## config.mk

```make
export PLATFORM = sky130hd
export DESIGN_NAME = aic_io_ctrl
export DESIGN_NICKNAME = d
export VERILOG_FILES = /design/src/logic/aic_pkg.sv /design/src/logic/aic_fb_if.sv /design/src/logic/aic_io_ctrl.sv /design/src/logic/aic_tick.sv /design/src/logic/aic_feedback.sv
export SDC_FILE = /design/constraint.sdc
export NUM_CORES = 1
export LEC_CHECK = 0
export ABC_AREA = 1
export BUFFER_PORTS_ARGS = -buffer_cell sky130_fd_sc_hd__buf_4
export CORE_MARGIN = 2
export CORE_UTILIZATION = 40
export CTS_BUF_LIST = sky130_fd_sc_hd__clkbuf_4 sky130_fd_sc_hd__clkbuf_8
export CTS_CLUSTER_DIAMETER = 80
export DETAILED_ROUTE_END_ITERATION = 12
export GPL_ROUTABILITY_DRIVEN = 0
export PLACE_DENSITY = 0.57
export SYNTH_ARGS = -nofsm -noshare
export SYNTH_HDL_FRONTEND = slang
export SYNTH_HIERARCHICAL = 1
export SYNTH_SLANG_ARGS = --single-unit
```

## constraint.sdc

```tcl
create_clock -name ref_clk_i -period 33.5 [get_ports ref_clk_i]
set_clock_uncertainty 0.05 [all_clocks]
set_input_delay 6.7 -clock ref_clk_i [delete_from_list [all_inputs] [get_ports ref_clk_i]]
set_output_delay 6.7 -clock ref_clk_i [all_outputs]
set_load 0.005 [all_outputs]
```

## src/logic/aic_pkg.sv

```systemverilog
/*
 * aic_pkg: register map, field positions, reset values, feedback mode codes
 * and timing constants of the additive injector i/o control block.
 * assumes: included in compile order before every other design file.
 */
`default_nettype none
package aic_pkg;
  // timing
  localparam int unsigned CLK_PERIOD_NS = 5;
  localparam int unsigned TICK_PERIOD_NS = 1000000;
  localparam int unsigned TICK_CYCLES = TICK_PERIOD_NS / CLK_PERIOD_NS;
  // register byte offsets
  localparam logic [7:0] OFS_CTRL = 8'h00;
  localparam logic [7:0] OFS_CMD = 8'h04;
  localparam logic [7:0] OFS_FB_CFG = 8'h08;
  localparam logic [7:0] OFS_FLUSH_CFG = 8'h0c;
  localparam logic [7:0] OFS_SLOW_THR = 8'h10;
  localparam logic [7:0] OFS_PUMP_TO = 8'h14;
  localparam logic [7:0] OFS_STATUS = 8'h18;
  // ctrl fields
  localparam int CTRL_ILK_ASSIGNED = 0;
  localparam int CTRL_COMB_OR = 1;
  localparam int CTRL_SMART = 2;
  localparam int CTRL_LOWFLOW_ASSIGNED = 3;
  localparam int CTRL_PUMP_FB_ASSIGNED = 4;
  localparam int CTRL_BV_ASSIGNED = 5;
  localparam int CTRL_FB_ASSIGNED = 6;
  localparam int CTRL_ACT_SHUTDOWN = 7;
  localparam int CTRL_SLOW_SRC = 8;
  localparam int CTRL_EXT_SOL = 10;
  localparam int CTRL_SOL_SRC = 11;
  localparam logic [12:0] CTRL_RESET = 13'h0000;
  // slow-flow and solenoid sources
  localparam logic [1:0] SRC_PULSE = 2'h0;
  localparam logic [1:0] SRC_DISCRETE = 2'h1;
  localparam logic [1:0] SRC_SERIAL = 2'h2;
  localparam logic [1:0] SRC_ANALOG = 2'h3;
  // cmd fields, write-one pulses
  localparam int CMD_ALM_RST_SERIAL = 0;
  localparam int CMD_ALM_RST_PANEL = 1;
  localparam int CMD_SLOW_SET = 2;
  localparam int CMD_SLOW_CLR = 3;
  localparam int CMD_SOL_OPEN = 4;
  localparam int CMD_SOL_CLOSE = 5;
  // feedback config fields
  localparam int FB_MODE_LSB = 0;
  localparam int FB_DUR_LSB = 16;
  localparam logic [9:0] FB_DUR_RESET = 10'h1f4;
  localparam logic [9:0] FB_DUR_MAX = 10'h3e8;
  // flush config fields, slow-flow threshold and pump timeout resets
  localparam int FLUSH_N_LSB = 0;
  localparam int FLUSH_VOL_LSB = 16;
  localparam logic [15:0] SLOW_THR_RESET = 16'h0000;
  localparam logic [15:0] PUMP_TO_RESET = 16'h03e8;
  // status fields
  localparam int ST_ENABLED = 0;
  localparam int ST_ALARM = 1;
  localparam int ST_FLUSH_ALM = 2;
  localparam int ST_PUMP_ALM = 3;
  localparam int ST_TANK_LOW = 4;
  localparam int ST_TANK_EMPTY = 5;
  localparam int ST_SLOW = 6;
  localparam int ST_CLEAN_TX = 7;
  localparam int ST_EXT_SOL = 8;
  localparam int ST_FEEDBACK = 9;
  localparam int ST_HOLD = 10;
  localparam int ST_EXTRA_LSB = 16;
  // feedback mode codes
  localparam logic [3:0] FBM_NONE = 4'h0;
  localparam logic [3:0] FBM_END = 4'h1;
  localparam logic [3:0] FBM_END_INV = 4'h2;
  localparam logic [3:0] FBM_MID = 4'h3;
  localparam logic [3:0] FBM_PISTON = 4'h4;
  localparam logic [3:0] FBM_PISTON_INV = 4'h5;
  localparam logic [3:0] FBM_POST = 4'h6;
  localparam logic [3:0] FBM_DOUBLE = 4'h7;
  localparam logic [3:0] FBM_LAST = 4'h8;
  localparam logic [3:0] FBM_EXT = 4'h9;
  localparam logic [3:0] FBM_EXT_INV = 4'ha;
  // transaction states
  typedef enum logic [2:0] {
    TX_IDLE = 3'b001,
    TX_RUN = 3'b010,
    TX_END = 3'b100
  } aic_tx_t;
endpackage
`default_nettype wire

```

## src/logic/aic_fb_if.sv

```systemverilog
/*
 * aic_fb_if: carries the millisecond tick and the injection events from the
 * control top to the feedback generator, and the feedback level back.
 * assumes: one clock domain; all signals synchronous to it.
 */
`timescale 1ns/1ps
`default_nettype none
interface aic_fb_if;
  logic tick;
  logic [3:0] mode;
  logic [9:0] dur;
  logic sol;
  logic inj_start;
  logic dose25;
  logic dose50;
  logic dose75;
  logic add_flow;
  logic fb;
  modport ctl (input tick, input fb, output mode, output dur, output sol,
    output inj_start, output dose25, output dose50, output dose75,
    output add_flow);
  modport ticker (output tick);
  modport gen (input tick, input mode, input dur, input sol,
    input inj_start, input dose25, input dose50, input dose75,
    input add_flow, output fb);
endinterface
`default_nettype wire

```

## src/logic/aic_io_ctrl.sv

```systemverilog
/*
 * aic_io_ctrl: additive injector i/o control with classic wishbone slave.
 * permissive and interlock, alarm reset, clean-arm and slow-flow, pump
 * feedback supervision, external solenoid, tank switches, alarm and block
 * valve outputs, injector feedback.
 * assumes: all inputs synchronous to ref_clk_i; injection events arrive as
 * one-cycle pulses from the injection sequencer outside this block.
 */
// Added by the designer: the address map and the Wishbone register port.
// Summary of operation
// - with interlock, combine permissive by or/and
// - no interlock: permissive alone enables
// - alarms cleared by hardwired, serial, panel reset
// - clean-arm needs count, low-flow source, smart
// - first n injections get flush/n extra
// - slow-flow during clean-arm stops injecting
// - flush alarm if post-slow volume mismatches
// - slow-flow from pulse rate, discrete or serial
// - pump feedback missing past timeout raises alarm
// - external solenoid held open until close
// - tank low alarms, self clearing, keeps running
// - tank empty blocks operation, self clearing
// - display action: alarm indication on
// - shutdown action: shutdown, stop, refuse starts
// - block valve follows permissive
// - fixed pulses use configured duration
// - piston switch follows solenoid, inverted variant
// - post injection pulse when solenoid closes
// - double pulse at 25/75 %, last at 75 %
// - extended piston adds one pulse duration
// - end sensor toggles after flow and 25 %
// - mid stroke pulse at 50 %
// - transaction runs while permissive true
// - pulse duration in ms, 0 to 1000, 500

`timescale 1ns/1ps
`default_nettype none
module aic_io_ctrl #(
  parameter int unsigned TICK_CYCLES = aic_pkg::TICK_CYCLES
) (
  input wire logic ref_clk_i,
  input wire logic nrst_i,
  // wishbone classic slave
  input wire logic wb_cyc_i,
  input wire logic wb_stb_i,
  input wire logic wb_we_i,
  input wire logic [7:0] wb_adr_i,
  input wire logic [3:0] wb_sel_i,
  input wire logic [31:0] wb_dat_i,
  output logic [31:0] wb_dat_o,
  output logic wb_ack_o,
  // field inputs
  input wire logic permissive_i,
  input wire logic interlock_i,
  input wire logic alarm_reset_i,
  input wire logic pump_demand_i,
  input wire logic pump_fb_i,
  input wire logic tank_low_i,
  input wire logic tank_empty_i,
  input wire logic slow_flow_di_i,
  input wire logic [15:0] flow_rate_i,
  input wire logic ws_pulse_i,
  input wire logic sol_di_i,
  input wire logic sol_ai_i,
  // injection sequencer events
  input wire logic inj_start_i,
  input wire logic sol_active_i,
  input wire logic dose25_i,
  input wire logic dose50_i,
  input wire logic dose75_i,
  input wire logic add_flow_i,
  // outputs
  output logic enable_o,
  output logic inject_hold_o,
  output logic [15:0] extra_qty_o,
  output logic ext_sol_o,
  output logic alarm_ind_o,
  output logic shutdown_o,
  output logic block_valve_o,
  output logic feedback_o
);
  if (TICK_CYCLES < 2) begin : g_chk
    $error("aic_io_ctrl: TICK_CYCLES too small");
  end

  ////////////////////////////////////////////////////////////////////////////
  // registers and bus
  logic [12:0] ctrl_q;
  logic [3:0] fb_mode_q;
  logic [9:0] fb_dur_q;
  logic [7:0] flush_n_q;
  logic [15:0] flush_vol_q;
  logic [15:0] slow_thr_q;
  logic [15:0] pump_to_q;
  logic ack_q;
  logic [31:0] rdat_q;
  logic req;
  logic wr;
  logic [5:0] cmd;
  logic [31:0] status;
  logic [9:0] dur_wr;

  assign req = wb_cyc_i & wb_stb_i & ~ack_q;
  assign wr = req & wb_we_i;
  assign cmd = (wr && wb_adr_i == aic_pkg::OFS_CMD && wb_sel_i[0])
               ? wb_dat_i[5:0] : 6'h00;
  assign dur_wr = (wb_dat_i[aic_pkg::FB_DUR_LSB +: 10] > aic_pkg::FB_DUR_MAX)
                  ? aic_pkg::FB_DUR_MAX
                  : wb_dat_i[aic_pkg::FB_DUR_LSB +: 10];

  always_ff @(posedge ref_clk_i) begin
    if (!nrst_i) begin
      ack_q <= 1'b0;
    end else begin
      ack_q <= req;
    end
  end

  always_ff @(posedge ref_clk_i) begin
    if (!nrst_i) begin
      ctrl_q <= aic_pkg::CTRL_RESET;
      fb_mode_q <= aic_pkg::FBM_NONE;
      fb_dur_q <= aic_pkg::FB_DUR_RESET;
      flush_n_q <= 8'h00;
      flush_vol_q <= 16'h0000;
      slow_thr_q <= aic_pkg::SLOW_THR_RESET;
      pump_to_q <= aic_pkg::PUMP_TO_RESET;
    end else if (wr) begin
      case (wb_adr_i)
        aic_pkg::OFS_CTRL: begin
          if (wb_sel_i[0]) ctrl_q[7:0] <= wb_dat_i[7:0];
          if (wb_sel_i[1]) ctrl_q[12:8] <= wb_dat_i[12:8];
        end
        aic_pkg::OFS_FB_CFG: begin
          if (wb_sel_i[0]) fb_mode_q <= wb_dat_i[aic_pkg::FB_MODE_LSB +: 4];
          if (wb_sel_i[2]) fb_dur_q <= dur_wr;
        end
        aic_pkg::OFS_FLUSH_CFG: begin
          if (wb_sel_i[0]) flush_n_q <= wb_dat_i[aic_pkg::FLUSH_N_LSB +: 8];
          if (wb_sel_i[2]) begin
            flush_vol_q <= wb_dat_i[aic_pkg::FLUSH_VOL_LSB +: 16];
          end
        end
        aic_pkg::OFS_SLOW_THR: begin
          if (wb_sel_i[0]) slow_thr_q <= wb_dat_i[15:0];
        end
        aic_pkg::OFS_PUMP_TO: begin
          if (wb_sel_i[0]) pump_to_q <= wb_dat_i[15:0];
        end
        default: ;
      endcase
    end
  end

  always_ff @(posedge ref_clk_i) begin
    if (!nrst_i) begin
      rdat_q <= 32'h00000000;
    end else if (req && !wb_we_i) begin
      case (wb_adr_i)
        aic_pkg::OFS_CTRL: rdat_q <= {19'h00000, ctrl_q};
        aic_pkg::OFS_FB_CFG: rdat_q <= {6'h00, fb_dur_q, 12'h000, fb_mode_q};
        aic_pkg::OFS_FLUSH_CFG: rdat_q <= {flush_vol_q, 8'h00, flush_n_q};
        aic_pkg::OFS_SLOW_THR: rdat_q <= {16'h0000, slow_thr_q};
        aic_pkg::OFS_PUMP_TO: rdat_q <= {16'h0000, pump_to_q};
        aic_pkg::OFS_STATUS: rdat_q <= status;
        default: rdat_q <= 32'h00000000;
      endcase
    end
  end
  assign wb_ack_o = ack_q;
  assign wb_dat_o = rdat_q;

  ////////////////////////////////////////////////////////////////////////////
  // time base and feedback generator
  aic_fb_if fb_if ();
  aic_tick #(
    .CYCLES(TICK_CYCLES)
  ) u_tick (
    .ref_clk_i(ref_clk_i),
    .nrst_i(nrst_i),
    .fb_if(fb_if)
  );
  aic_feedback u_fb (
    .ref_clk_i(ref_clk_i),
    .nrst_i(nrst_i),
    .fb_if(fb_if)
  );
  assign fb_if.mode = fb_mode_q;
  assign fb_if.dur = fb_dur_q;
  assign fb_if.sol = sol_active_i;
  assign fb_if.inj_start = inj_start_i;
  assign fb_if.dose25 = dose25_i;
  assign fb_if.dose50 = dose50_i;
  assign fb_if.dose75 = dose75_i;
  assign fb_if.add_flow = add_flow_i;

  ////////////////////////////////////////////////////////////////////////////
  // permissive and transaction
  logic perm_comb;
  logic alarm_rst;
  logic flush_alm_q;
  logic pump_alm_q;
  logic latched_any;
  logic stop_any;
  logic run_ok;
  logic slow;
  logic clean_en;
  aic_pkg::aic_tx_t tx_q;
  logic clean_tx_q;
  logic [7:0] inj_cnt_q;
  logic [15:0] ws_after_q;

  always_comb begin
    if (ctrl_q[aic_pkg::CTRL_ILK_ASSIGNED]) begin
      perm_comb = ctrl_q[aic_pkg::CTRL_COMB_OR]
                  ? (permissive_i | interlock_i)
                  : (permissive_i & interlock_i);
    end else begin
      perm_comb = permissive_i;
    end
  end

  assign latched_any = flush_alm_q | pump_alm_q;
  // shutdown action halts on latched alarms and tank empty
  assign stop_any = latched_any | tank_empty_i;
  assign run_ok = perm_comb
                  & ~(ctrl_q[aic_pkg::CTRL_ACT_SHUTDOWN] & stop_any);
  assign clean_en = (flush_n_q != 8'h00)
                    & ctrl_q[aic_pkg::CTRL_LOWFLOW_ASSIGNED]
                    & ctrl_q[aic_pkg::CTRL_SMART];

  always_ff @(posedge ref_clk_i) begin
    if (!nrst_i) begin
      tx_q <= aic_pkg::TX_IDLE;
    end else begin
      case (tx_q)
        aic_pkg::TX_IDLE: if (run_ok) tx_q <= aic_pkg::TX_RUN;
        aic_pkg::TX_RUN: if (!run_ok) tx_q <= aic_pkg::TX_END;
        aic_pkg::TX_END: tx_q <= aic_pkg::TX_IDLE;
        default: tx_q <= aic_pkg::TX_IDLE;
      endcase
    end
  end

  ////////////////////////////////////////////////////////////////////////////
  // clean-arm, slow-flow and flush volume
  logic slow_serial_q;
  always_ff @(posedge ref_clk_i) begin
    if (!nrst_i) begin
      slow_serial_q <= 1'b0;
    end else if (cmd[aic_pkg::CMD_SLOW_SET]) begin
      slow_serial_q <= 1'b1;
    end else if (cmd[aic_pkg::CMD_SLOW_CLR] || tx_q == aic_pkg::TX_END) begin
      slow_serial_q <= 1'b0;
    end
  end

  always_comb begin
    case (ctrl_q[aic_pkg::CTRL_SLOW_SRC +: 2])
      aic_pkg::SRC_PULSE: slow = flow_rate_i < slow_thr_q;
      aic_pkg::SRC_DISCRETE: slow = slow_flow_di_i;
      aic_pkg::SRC_SERIAL: slow = slow_serial_q;
      default: slow = 1'b0;
    endcase
  end

  always_ff @(posedge ref_clk_i) begin
    if (!nrst_i) begin
      clean_tx_q <= 1'b0;
      inj_cnt_q <= 8'h00;
      extra_qty_o <= 16'h0000;
      ws_after_q <= 16'h0000;
    end else if (tx_q == aic_pkg::TX_IDLE) begin
      clean_tx_q <= clean_en & run_ok;
      inj_cnt_q <= 8'h00;
      extra_qty_o <= 16'h0000;
      ws_after_q <= 16'h0000;
    end else if (tx_q == aic_pkg::TX_RUN) begin
      if (inj_start_i) begin
        if (clean_tx_q && inj_cnt_q < flush_n_q) begin
          extra_qty_o <= flush_vol_q / {8'h00, flush_n_q};
          inj_cnt_q <= inj_cnt_q + 8'h01;
        end else begin
          extra_qty_o <= 16'h0000;
        end
      end
      if (clean_tx_q && slow && ws_pulse_i && ws_after_q != 16'hffff) begin
        ws_after_q <= ws_after_q + 16'h0001;
      end
    end
  end

  ////////////////////////////////////////////////////////////////////////////
  // alarms
  logic [15:0] pump_cnt_q;
  logic pump_wait;
  logic flush_set;
  logic pump_set;

  assign alarm_rst = alarm_reset_i | cmd[aic_pkg::CMD_ALM_RST_SERIAL]
                     | cmd[aic_pkg::CMD_ALM_RST_PANEL];
  assign flush_set = (tx_q == aic_pkg::TX_END) & clean_tx_q
                     & (ws_after_q != flush_vol_q);
  assign pump_wait = ctrl_q[aic_pkg::CTRL_PUMP_FB_ASSIGNED]
                     & pump_demand_i & ~pump_fb_i;
  assign pump_set = pump_wait & (pump_cnt_q >= pump_to_q);

  always_ff @(posedge ref_clk_i) begin
    if (!nrst_i) begin
      pump_cnt_q <= 16'h0000;
    end else if (!pump_wait) begin
      pump_cnt_q <= 16'h0000;
    end else if (fb_if.tick && pump_cnt_q != 16'hffff) begin
      pump_cnt_q <= pump_cnt_q + 16'h0001;
    end
  end

  // a set in the same cycle as a reset wins
  always_ff @(posedge ref_clk_i) begin
    if (!nrst_i) begin
      flush_alm_q <= 1'b0;
      pump_alm_q <= 1'b0;
    end else begin
      if (flush_set) begin
        flush_alm_q <= 1'b1;
      end else if (alarm_rst) begin
        flush_alm_q <= 1'b0;
      end
      if (pump_set) begin
        pump_alm_q <= 1'b1;
      end else if (alarm_rst) begin
        pump_alm_q <= 1'b0;
      end
    end
  end

  ////////////////////////////////////////////////////////////////////////////
  // external solenoid
  logic sol_di_q;
  logic sol_ai_q;
  logic sol_open;
  logic sol_close;
  always_comb begin
    case (ctrl_q[aic_pkg::CTRL_SOL_SRC +: 2])
      aic_pkg::SRC_DISCRETE: begin
        sol_open = sol_di_i & ~sol_di_q;
        sol_close = ~sol_di_i & sol_di_q;
      end
      aic_pkg::SRC_ANALOG: begin
        sol_open = sol_ai_i & ~sol_ai_q;
        sol_close = ~sol_ai_i & sol_ai_q;
      end
      aic_pkg::SRC_SERIAL: begin
        sol_open = cmd[aic_pkg::CMD_SOL_OPEN];
        sol_close = cmd[aic_pkg::CMD_SOL_CLOSE];
      end
      default: begin
        sol_open = 1'b0;
        sol_close = 1'b0;
      end
    endcase
  end

  always_ff @(posedge ref_clk_i) begin
    if (!nrst_i) begin
      sol_di_q <= 1'b0;
      sol_ai_q <= 1'b0;
      ext_sol_o <= 1'b0;
    end else begin
      sol_di_q <= sol_di_i;
      sol_ai_q <= sol_ai_i;
      if (!ctrl_q[aic_pkg::CTRL_EXT_SOL] || sol_close) begin
        ext_sol_o <= 1'b0;
      end else if (sol_open) begin
        ext_sol_o <= 1'b1;
      end
    end
  end

  ////////////////////////////////////////////////////////////////////////////
  // outputs
  always_ff @(posedge ref_clk_i) begin
    if (!nrst_i) begin
      enable_o <= 1'b0;
      inject_hold_o <= 1'b1;
      alarm_ind_o <= 1'b0;
      shutdown_o <= 1'b0;
      block_valve_o <= 1'b0;
      feedback_o <= 1'b0;
    end else begin
      enable_o <= run_ok & ~tank_empty_i;
      inject_hold_o <= ~run_ok | tank_empty_i
                       | (clean_tx_q & slow);
      alarm_ind_o <= latched_any | tank_low_i | tank_empty_i;
      shutdown_o <= ctrl_q[aic_pkg::CTRL_ACT_SHUTDOWN] & stop_any;
      block_valve_o <= ctrl_q[aic_pkg::CTRL_BV_ASSIGNED] & perm_comb;
      feedback_o <= ctrl_q[aic_pkg::CTRL_FB_ASSIGNED] & fb_if.fb;
    end
  end

  always_comb begin
    status = 32'h00000000;
    status[aic_pkg::ST_ENABLED] = enable_o;
    status[aic_pkg::ST_ALARM] = alarm_ind_o;
    status[aic_pkg::ST_FLUSH_ALM] = flush_alm_q;
    status[aic_pkg::ST_PUMP_ALM] = pump_alm_q;
    status[aic_pkg::ST_TANK_LOW] = tank_low_i;
    status[aic_pkg::ST_TANK_EMPTY] = tank_empty_i;
    status[aic_pkg::ST_SLOW] = slow;
    status[aic_pkg::ST_CLEAN_TX] = clean_tx_q;
    status[aic_pkg::ST_EXT_SOL] = ext_sol_o;
    status[aic_pkg::ST_FEEDBACK] = feedback_o;
    status[aic_pkg::ST_HOLD] = inject_hold_o;
    status[aic_pkg::ST_EXTRA_LSB +: 16] = extra_qty_o;
  end
endmodule
`default_nettype wire

```

## src/logic/aic_tick.sv

```systemverilog
/*
 * aic_tick: one-cycle pulse every CYCLES clocks, the millisecond time base.
 * assumes: ref_clk_i free running; nrst_i synchronous active low.
 */
`timescale 1ns/1ps
`default_nettype none
module aic_tick #(
  parameter int unsigned CYCLES = aic_pkg::TICK_CYCLES
) (
  input wire logic ref_clk_i,
  input wire logic nrst_i,
  aic_fb_if.ticker fb_if
);
  if (CYCLES < 2 || CYCLES > 32'h00ffffff) begin : g_chk
    $error("aic_tick: CYCLES out of range");
  end
  logic [23:0] cnt_q;
  logic tick_q;
  always_ff @(posedge ref_clk_i) begin
    if (!nrst_i) begin
      cnt_q <= 24'h000000;
      tick_q <= 1'b0;
    end else if (cnt_q == 24'(CYCLES - 1)) begin
      cnt_q <= 24'h000000;
      tick_q <= 1'b1;
    end else begin
      cnt_q <= cnt_q + 24'h000001;
      tick_q <= 1'b0;
    end
  end
  assign fb_if.tick = tick_q;
endmodule
`default_nettype wire

```

## src/logic/aic_feedback.sv

```systemverilog
/*
 * aic_feedback: injector feedback output in all feedback modes.
 * assumes: events are one-cycle pulses, sol is a level, tick is 1 ms.
 */
`timescale 1ns/1ps
`default_nettype none
module aic_feedback (
  input wire logic ref_clk_i,
  input wire logic nrst_i,
  aic_fb_if.gen fb_if
);
  logic [9:0] pulse_q;
  logic [9:0] ext_q;
  logic sol_q;
  logic tog_q;
  logic flow_seen_q;
  logic dose_seen_q;
  logic toggled_q;
  logic fb_q;
  logic fire;
  logic sol_fall;
  assign sol_fall = sol_q & ~fb_if.sol;
  always_comb begin
    fire = 1'b0;
    case (fb_if.mode)
      aic_pkg::FBM_POST: fire = sol_fall;
      aic_pkg::FBM_DOUBLE: fire = fb_if.dose25 | fb_if.dose75;
      aic_pkg::FBM_LAST: fire = fb_if.dose75;
      aic_pkg::FBM_MID: fire = fb_if.dose50;
      default: fire = 1'b0;
    endcase
  end
  // fixed-length pulse, counted in milliseconds
  always_ff @(posedge ref_clk_i) begin
    if (!nrst_i) begin
      pulse_q <= 10'h000;
    end else if (fire) begin
      pulse_q <= fb_if.dur;
    end else if (fb_if.tick && pulse_q != 10'h000) begin
      pulse_q <= pulse_q - 10'h001;
    end
  end
  // extension after the solenoid closes
  always_ff @(posedge ref_clk_i) begin
    if (!nrst_i) begin
      ext_q <= 10'h000;
      sol_q <= 1'b0;
    end else begin
      sol_q <= fb_if.sol;
      if (fb_if.sol) begin
        ext_q <= 10'h000;
      end else if (sol_fall) begin
        ext_q <= fb_if.dur;
      end else if (fb_if.tick && ext_q != 10'h000) begin
        ext_q <= ext_q - 10'h001;
      end
    end
  end
  // end-sensor emulation: one toggle per injection after flow and 25 %
  always_ff @(posedge ref_clk_i) begin
    if (!nrst_i) begin
      tog_q <= 1'b0;
      flow_seen_q <= 1'b0;
      dose_seen_q <= 1'b0;
      toggled_q <= 1'b0;
    end else if (fb_if.inj_start) begin
      flow_seen_q <= fb_if.add_flow;
      dose_seen_q <= fb_if.dose25;
      toggled_q <= 1'b0;
    end else begin
      if (fb_if.add_flow) begin
        flow_seen_q <= 1'b1;
      end
      if (fb_if.dose25) begin
        dose_seen_q <= 1'b1;
      end
      if (!toggled_q && (flow_seen_q || fb_if.add_flow)
          && (dose_seen_q || fb_if.dose25)) begin
        tog_q <= ~tog_q;
        toggled_q <= 1'b1;
      end
    end
  end
  always_ff @(posedge ref_clk_i) begin
    if (!nrst_i) begin
      fb_q <= 1'b0;
    end else begin
      case (fb_if.mode)
        aic_pkg::FBM_PISTON: fb_q <= fb_if.sol;
        aic_pkg::FBM_PISTON_INV: fb_q <= ~fb_if.sol;
        aic_pkg::FBM_EXT: fb_q <= fb_if.sol | (ext_q != 10'h000);
        aic_pkg::FBM_EXT_INV: fb_q <= ~(fb_if.sol | (ext_q != 10'h000));
        aic_pkg::FBM_END: fb_q <= tog_q;
        aic_pkg::FBM_END_INV: fb_q <= ~tog_q;
        aic_pkg::FBM_POST, aic_pkg::FBM_DOUBLE, aic_pkg::FBM_LAST,
        aic_pkg::FBM_MID: fb_q <= fire | (pulse_q != 10'h000);
        default: fb_q <= 1'b0;
      endcase
    end
  end
  assign fb_if.fb = fb_q;
endmodule
`default_nettype wire

```

======== Word level (Yosys, flattened, before mapping) ========
Cells that the tools add are included.
storage, ports and cells
  register bits ........................... 239
  output and inout bits ................... 56
  logic and storage cells ................. 207
  input bits .............................. 82
cells by class
  reductions and logical operators ........ 51
  $lt $le $gt $ge ......................... 4
  $add $sub $neg .......................... 6
  eq/ne operators ......................... 30
  div/mod/pow operators ................... 1
  mux-type cells .......................... 28
  bitwise gates (word level) .............. 49
operators by type and width
  kind                                                number
  case mux 32 bit (6 select lines)                    1
  2-to-1 mux 10 bit                                   5
  adder 16 x 1 -> 16 bit, second input constant       2
  != test 16 bit, second input constant               2
  AND reduction 3 bit                                 9
  adder 24 x 1 -> 24 bit, second input constant       1
  == test 24 x 18 -> 1 bit, second input constant     1
  == test 8 x 5 -> 1 bit, second input constant       3
  AND 1 bit                                           23
  nonzero test 10 bit                                 2
  subtractor 10 x 1 -> 10 bit, second input constant  2
  divider 16 x 8 -> 16 bit                            1
  == test 4 x 3 -> 1 bit, second input constant       4
  == test 8 x 4 -> 1 bit, second input constant       2
  >= comparator 16 bit                                1
  less-than comparator 16 bit                         1
  2-to-1 mux 16 bit                                   1
  != test 16 bit                                      1
  NOT 1 bit                                           14
  nonzero test 2 bit                                  7
  == test 4 bit, second input constant                3
  logical AND 1 bit                                   12
  2-to-1 mux 1 bit                                    12
  OR 1 bit                                            12
  other kinds (26)                                    47

======== Longest topological paths before layout ========
  depth in word-level cells ............... 10
  mapped depth ............................ 221
  depth with buffers taken out ............ 212

======== Hierarchy ========
Netlist, hierarchy kept.
modules (own cells, without submodules)
  module        cells an instance  times used  seq. area each (µm²)  area each (µm²)
  aic_io_ctrl   2123               1           3763.6                14266.2
  aic_feedback  296                1           520.5                 1790.5
  aic_tick      214                1           500.5                 1445.1

======== Worst setup path before layout ========
No wires, ideal clock.
  path type ............................... register -> register
  start point ............................. register flush_n_q[0]
  end point ............................... register extra_qty_o[0]
  setup time .............................. 0.132 ns
  data required time ...................... 33.318 ns
  cell stages (with the launch flop) ...... 217
  arrival time ............................ 25.394 ns
  buffers on the path ..................... 9
  slack ................................... 7.924 ns
  clock period less this slack ............ 25.576 ns
  path through ............................ dfxtp_1 > inv_1 > ha_1 > inv_1 > nor2_1 > nand2_1 > nor2_1 > nand3_1 > nand2_1 > nand2_1 > nand2_1 > inv_1 > ha_1 > o21ai_0 > nand2_1 > nand3_2 > inv_2 > nand2_1 > (+181 left out) > nor2_2 > nand2_2 > inv_2 > buf_6 > nand2_1 > o21ai_1 > ha_1 > a21boi_0 > o21a_1 > o21ai_0 > nand2_1 > a21oi_1 > o21bai_1 > a21o_1 > a21oi_1 > nand2_1 > nand2_1 > a21oi_1
between the ends
  cells in the longest elaborated chain, start to end .. 3
  elaborated cells between the ends (all ways) .. 4
  those cells by class .................... 1 x div; 1 x order compare; 1 x mux; 1 x reduce/logical
ends and longest elaborated chain
  what                                                                              line                source
  start: declaration                                                                aic_io_ctrl.sv:91   logic [7:0] flush_n_q;
  start signal: assignment                                                          aic_io_ctrl.sv:139  if (wb_sel_i[0]) flush_n_q <= wb_dat_i[aic_pkg::FLUSH_N_LSB +: 8];
  parallel branches: the longest is 2 deep, another holds divider 16 x 8 -> 16 bit  --
  2-to-1 mux 16 bit *                                                               aic_io_ctrl.sv:280  if (clean_tx_q && inj_cnt_q < flush_n_q) begin
  end signal: assignment                                                            aic_io_ctrl.sv:281  extra_qty_o <= flush_vol_q / {8'h00, flush_n_q};
  end: declaration                                                                  aic_io_ctrl.sv:75   output logic [15:0] extra_qty_o,
Every way passes the cells marked *.
A chain may end at the register's enable or synchronous reset.

======== Worst setup path after layout ========
Same ends and word-level chain as after synthesis.

==> metrics.yaml <==
route:
  drtAntennaViolNets: 0
  dr.pass1.iters: 5
  via_count: 17400
  drtIter0Drc: 1130
  wl_per_cell_um: 16.0
  wirelength_um: 53700
  viasPerCell: 5.18
  drcViolationCount: 0
floorplan:
  die_area_mm2: 0.0454
  rows: 76
  start_util: 0.405
  fp.dieH_um: 213
  design.core.area_mm2: 0.0432
  die_x_um: 213
  io_pins: 138
timing:
  setup_viol: 0
  slew_headroom: 0.330
  worst_slack_ps: 3980
  period_share: 0.881
  tightest_slew_ps: 1000
  fmax_mhz: 33.9
  slew_violations: 0
  rsz0062_at_grt: "false"
  finalCriticalPeriod_ps: 29520
  tns_ps: 0
  hold_viol_final: 0
setup_path:
  cp_slowest_cell: "dfxtp_1"
  r2r_cells: 205
  critPathBufInv: 31
  slowest_delay_ps: 590
  crit_top_cell: "nand2_1"
  crit_type: "register to register"
  cp-end-kind: "register"
  worstPathRequired_ps: 33890
  rr_endpoint: "extra_qty_o[0]"
  r2r-start: "flush_n_q[0]"
  worst_setup_path_start_kind: "register"
  r2r_slack_ps: 3980
  crit_fanout: 15
  arrival_ps: 29910
  crit_family: "simple AND/OR/NAND/NOR gates"
clock_network:
  cts_root_buf: "clkbuf_8"
  cts_buffer_depth: 3
  path_clk_slew_ps: 60
  cts.sinks: 239
  clock_latency_ps: 580
  htreeDepth: 2
  cts_buffers: 44
  tritoncts: "done"
run:
  max-cap-violations: 0
min_path:
  hold_path_depth: 1
  min-delay-start: "u_tick/cnt_q[0]"
  holdPathEnd: "u_tick/cnt_q[0]"
  hold_path_class: "register to register"
global_route:
  grt_start_max_net_pins: 64
  grt.overflow.total: 0
  grt_pass1_vias: 16400
  grt_usage: 0.237
  grt_antenna_before_repair: 1
  grt_first_pass_wirelength_um: 85400
placement:
  place_ws_ps: 3960
  place.port_buffers: 136
  dpl_cell_area_mm2: 0.0190
  dp.final_hpwl_um: 41500
synthesis:
  synth_area_mm2: 0.0175
  synth_cell_type_count: 69
  synth_seq_cells: 239
  syn_nets: 2863
  synth_warnings: 6
  ys_seq_area_frac: 0.273
  synth_ff_type: "dfxtp_1"
  synth_cells: 2633
  syn_area_per_cell_um2: 6.65
  async_flop_share: 0
  synth-edff-count: 0
cells_and_area:
  areaGrowthSynthToFinish_pct: 13.8
  final_common_cell: "nand2_1"
  fin_nets: 2984
  final_util: 0.461
  mostFrequentLayoutCells: "601 x nand2_1, 341 x inv_1, 239 x dfxtp_1"
  fin_area_mm2: 0.0199
  drive_gt1_frac: 0.126
pwr:
  leakage_nw: 9.10
  powerDensity_mw_per_mm2: 77.5
  irDropWorstVdd_mv: 0.107
status:
  status: "complete, no violations"
## worst reg2reg max path, delay by kind of cell, from the launching register on
kind	cells	cell delay, ps
flip-flops	1	590
adder cells (fa/ha/maj)	16	4920
AND/OR/NAND/NOR	102	11340
AO/OA/AOI/OAI	56	9120
buffers and inverters	31	3350
## worst max-delay path by stage
stage | slack (ps) | cells after the start | endpoint | from
global route | 190 | 207 | extra_qty_o[0] | flush_n_q[0]
global placement | 4460 | 201 | extra_qty_o[0] | flush_n_q[5]
finish | 3980 | 205 | extra_qty_o[0] | flush_n_q[0]
CTS | 3910 | 205 | extra_qty_o[0] | flush_n_q[0]
detailed placement | 3960 | 200 | extra_qty_o[0] | flush_n_q[5]
floorplan | 7920 | 216 | extra_qty_o[0] | flush_n_q[0]
## layout make-up
| class | count | area [µm²] |
|---|---|---|
| sequential | 239 | 4780 |
| clock buffer | 64 | 812 |
| inverter | 362 | 1360 |
| clock inverter | 7 | 66.3 |
| multi-input combinational | 1959 | 11100 |
| antenna | 1 | 2.50 |
| fill | 4492 | 23300 |
| tap | 585 | 732 |
| timing repair buffer | 148 | 1110 |
## repair_timing
action / CTS / global route
gates resized for setup: 0 / 1
hold buffers: 0 / 0
setup endpoints to repair: 0 / 1
buffers inserted: 0 / 0
## synth_stat cells (3+ instances only)
| cell type | n | area [µm²] |
|---|---|---|
| and3_1 | 4 | 25.0 |
| nand2_4 | 4 | 45.0 |
| or2_2 | 10 | 62.6 |
| nand3b_1 | 6 | 45.0 |
| buf_4 | 4 | 30.0 |
| nand2_2 | 32 | 200 |
| nor3_1 | 44 | 220 |
| nand2_1 | 601 | 2260 |
| nand4_1 | 26 | 163 |
| a22oi_1 | 8 | 60.1 |
| o211ai_1 | 24 | 180 |
| nor2_8 | 4 | 80.1 |
| a221oi_1 | 8 | 70.1 |
| xor2_1 | 46 | 403 |
| a211oi_1 | 13 | 97.6 |
| a21oi_1 | 195 | 976 |
| nor2_2 | 20 | 125 |
| a31oi_1 | 10 | 62.6 |
| xnor2_1 | 32 | 280 |
| ha_1 | 148 | 1850 |
| o21bai_1 | 7 | 52.6 |
| dfxtp_1 | 239 | 4780 |
| o21a_1 | 11 | 82.6 |
| o22ai_1 | 13 | 81.3 |
| nor4_1 | 9 | 56.3 |
| a21o_1 | 18 | 135 |
| o21ai_0 | 176 | 881 |
| nand3_4 | 5 | 87.6 |
| buf_2 | 6 | 30.0 |
| o21ai_1 | 23 | 115 |
| nand3_2 | 10 | 100 |
| a21boi_0 | 3 | 22.5 |
| o31ai_1 | 8 | 60.1 |
| inv_2 | 19 | 71.3 |
| clkbuf_1 | 61 | 229 |
| and2_1 | 3 | 18.8 |
| nand3_1 | 156 | 781 |
| a2111oi_0 | 3 | 26.3 |
| nor2_1 | 234 | 878 |
| inv_1 | 341 | 1280 |
| nor2_4 | 11 | 124 |
## registers in the layout, indices dropped and copies added (netlist names), 4 cells and up
name          flops
extra_qty_o      16
fb_if.mode        4
ws_after_q       16
flush_vol_q      16
u_fb/pulse_q     10
fb_dur_q         10
pump_cnt_q       16
pump_to_q        16
slow_thr_q       16
wb_dat_o         32
ctrl_q           13
inj_cnt_q         8
u_fb/ext_q       10
flush_n_q         8
u_tick/cnt_q     24
## stage by stage
step / instances / power (mW) / hold slack (ps)
after floorplan: 2633 / 1.10 / 352
after global placement: 3293 / 1.24 / 383
after detailed placement: 3293 / 1.26 / 390
after CTS: 3364 / 1.56 / 403
after global routing: 3365 / 1.70 / 422
final: 3365 / 1.54 / 397
## metal layers
layer,share of wire,global-route usage,vias up
met5,0,0,-
met4,0.034,0.0869,0
met3,0.058,0.0400,109
met2,0.46,0.404,471
met1,0.44,0.301,7939
li1,-,-,8924
## kinds of logic after synthesis
kind of cell	synth area share
and+or+nand+nor	0.307
AOI/OAI and AO/OA	0.178
buffers and inverters	0.0954
DFF	0.273
adders and majority gates	0.106
xor gates and xnor gates	0.0400
## report_power, final
part | internal (mW) | switching [mW] | total (mW)
sequential | 0.286 | 0.00112 | 0.287
clock | 0.162 | 0.126 | 0.287
combinational | 0.307 | 0.663 | 0.970
total | 0.755 | 0.790 | 1.54
Power figures use the tool's default switching activity.
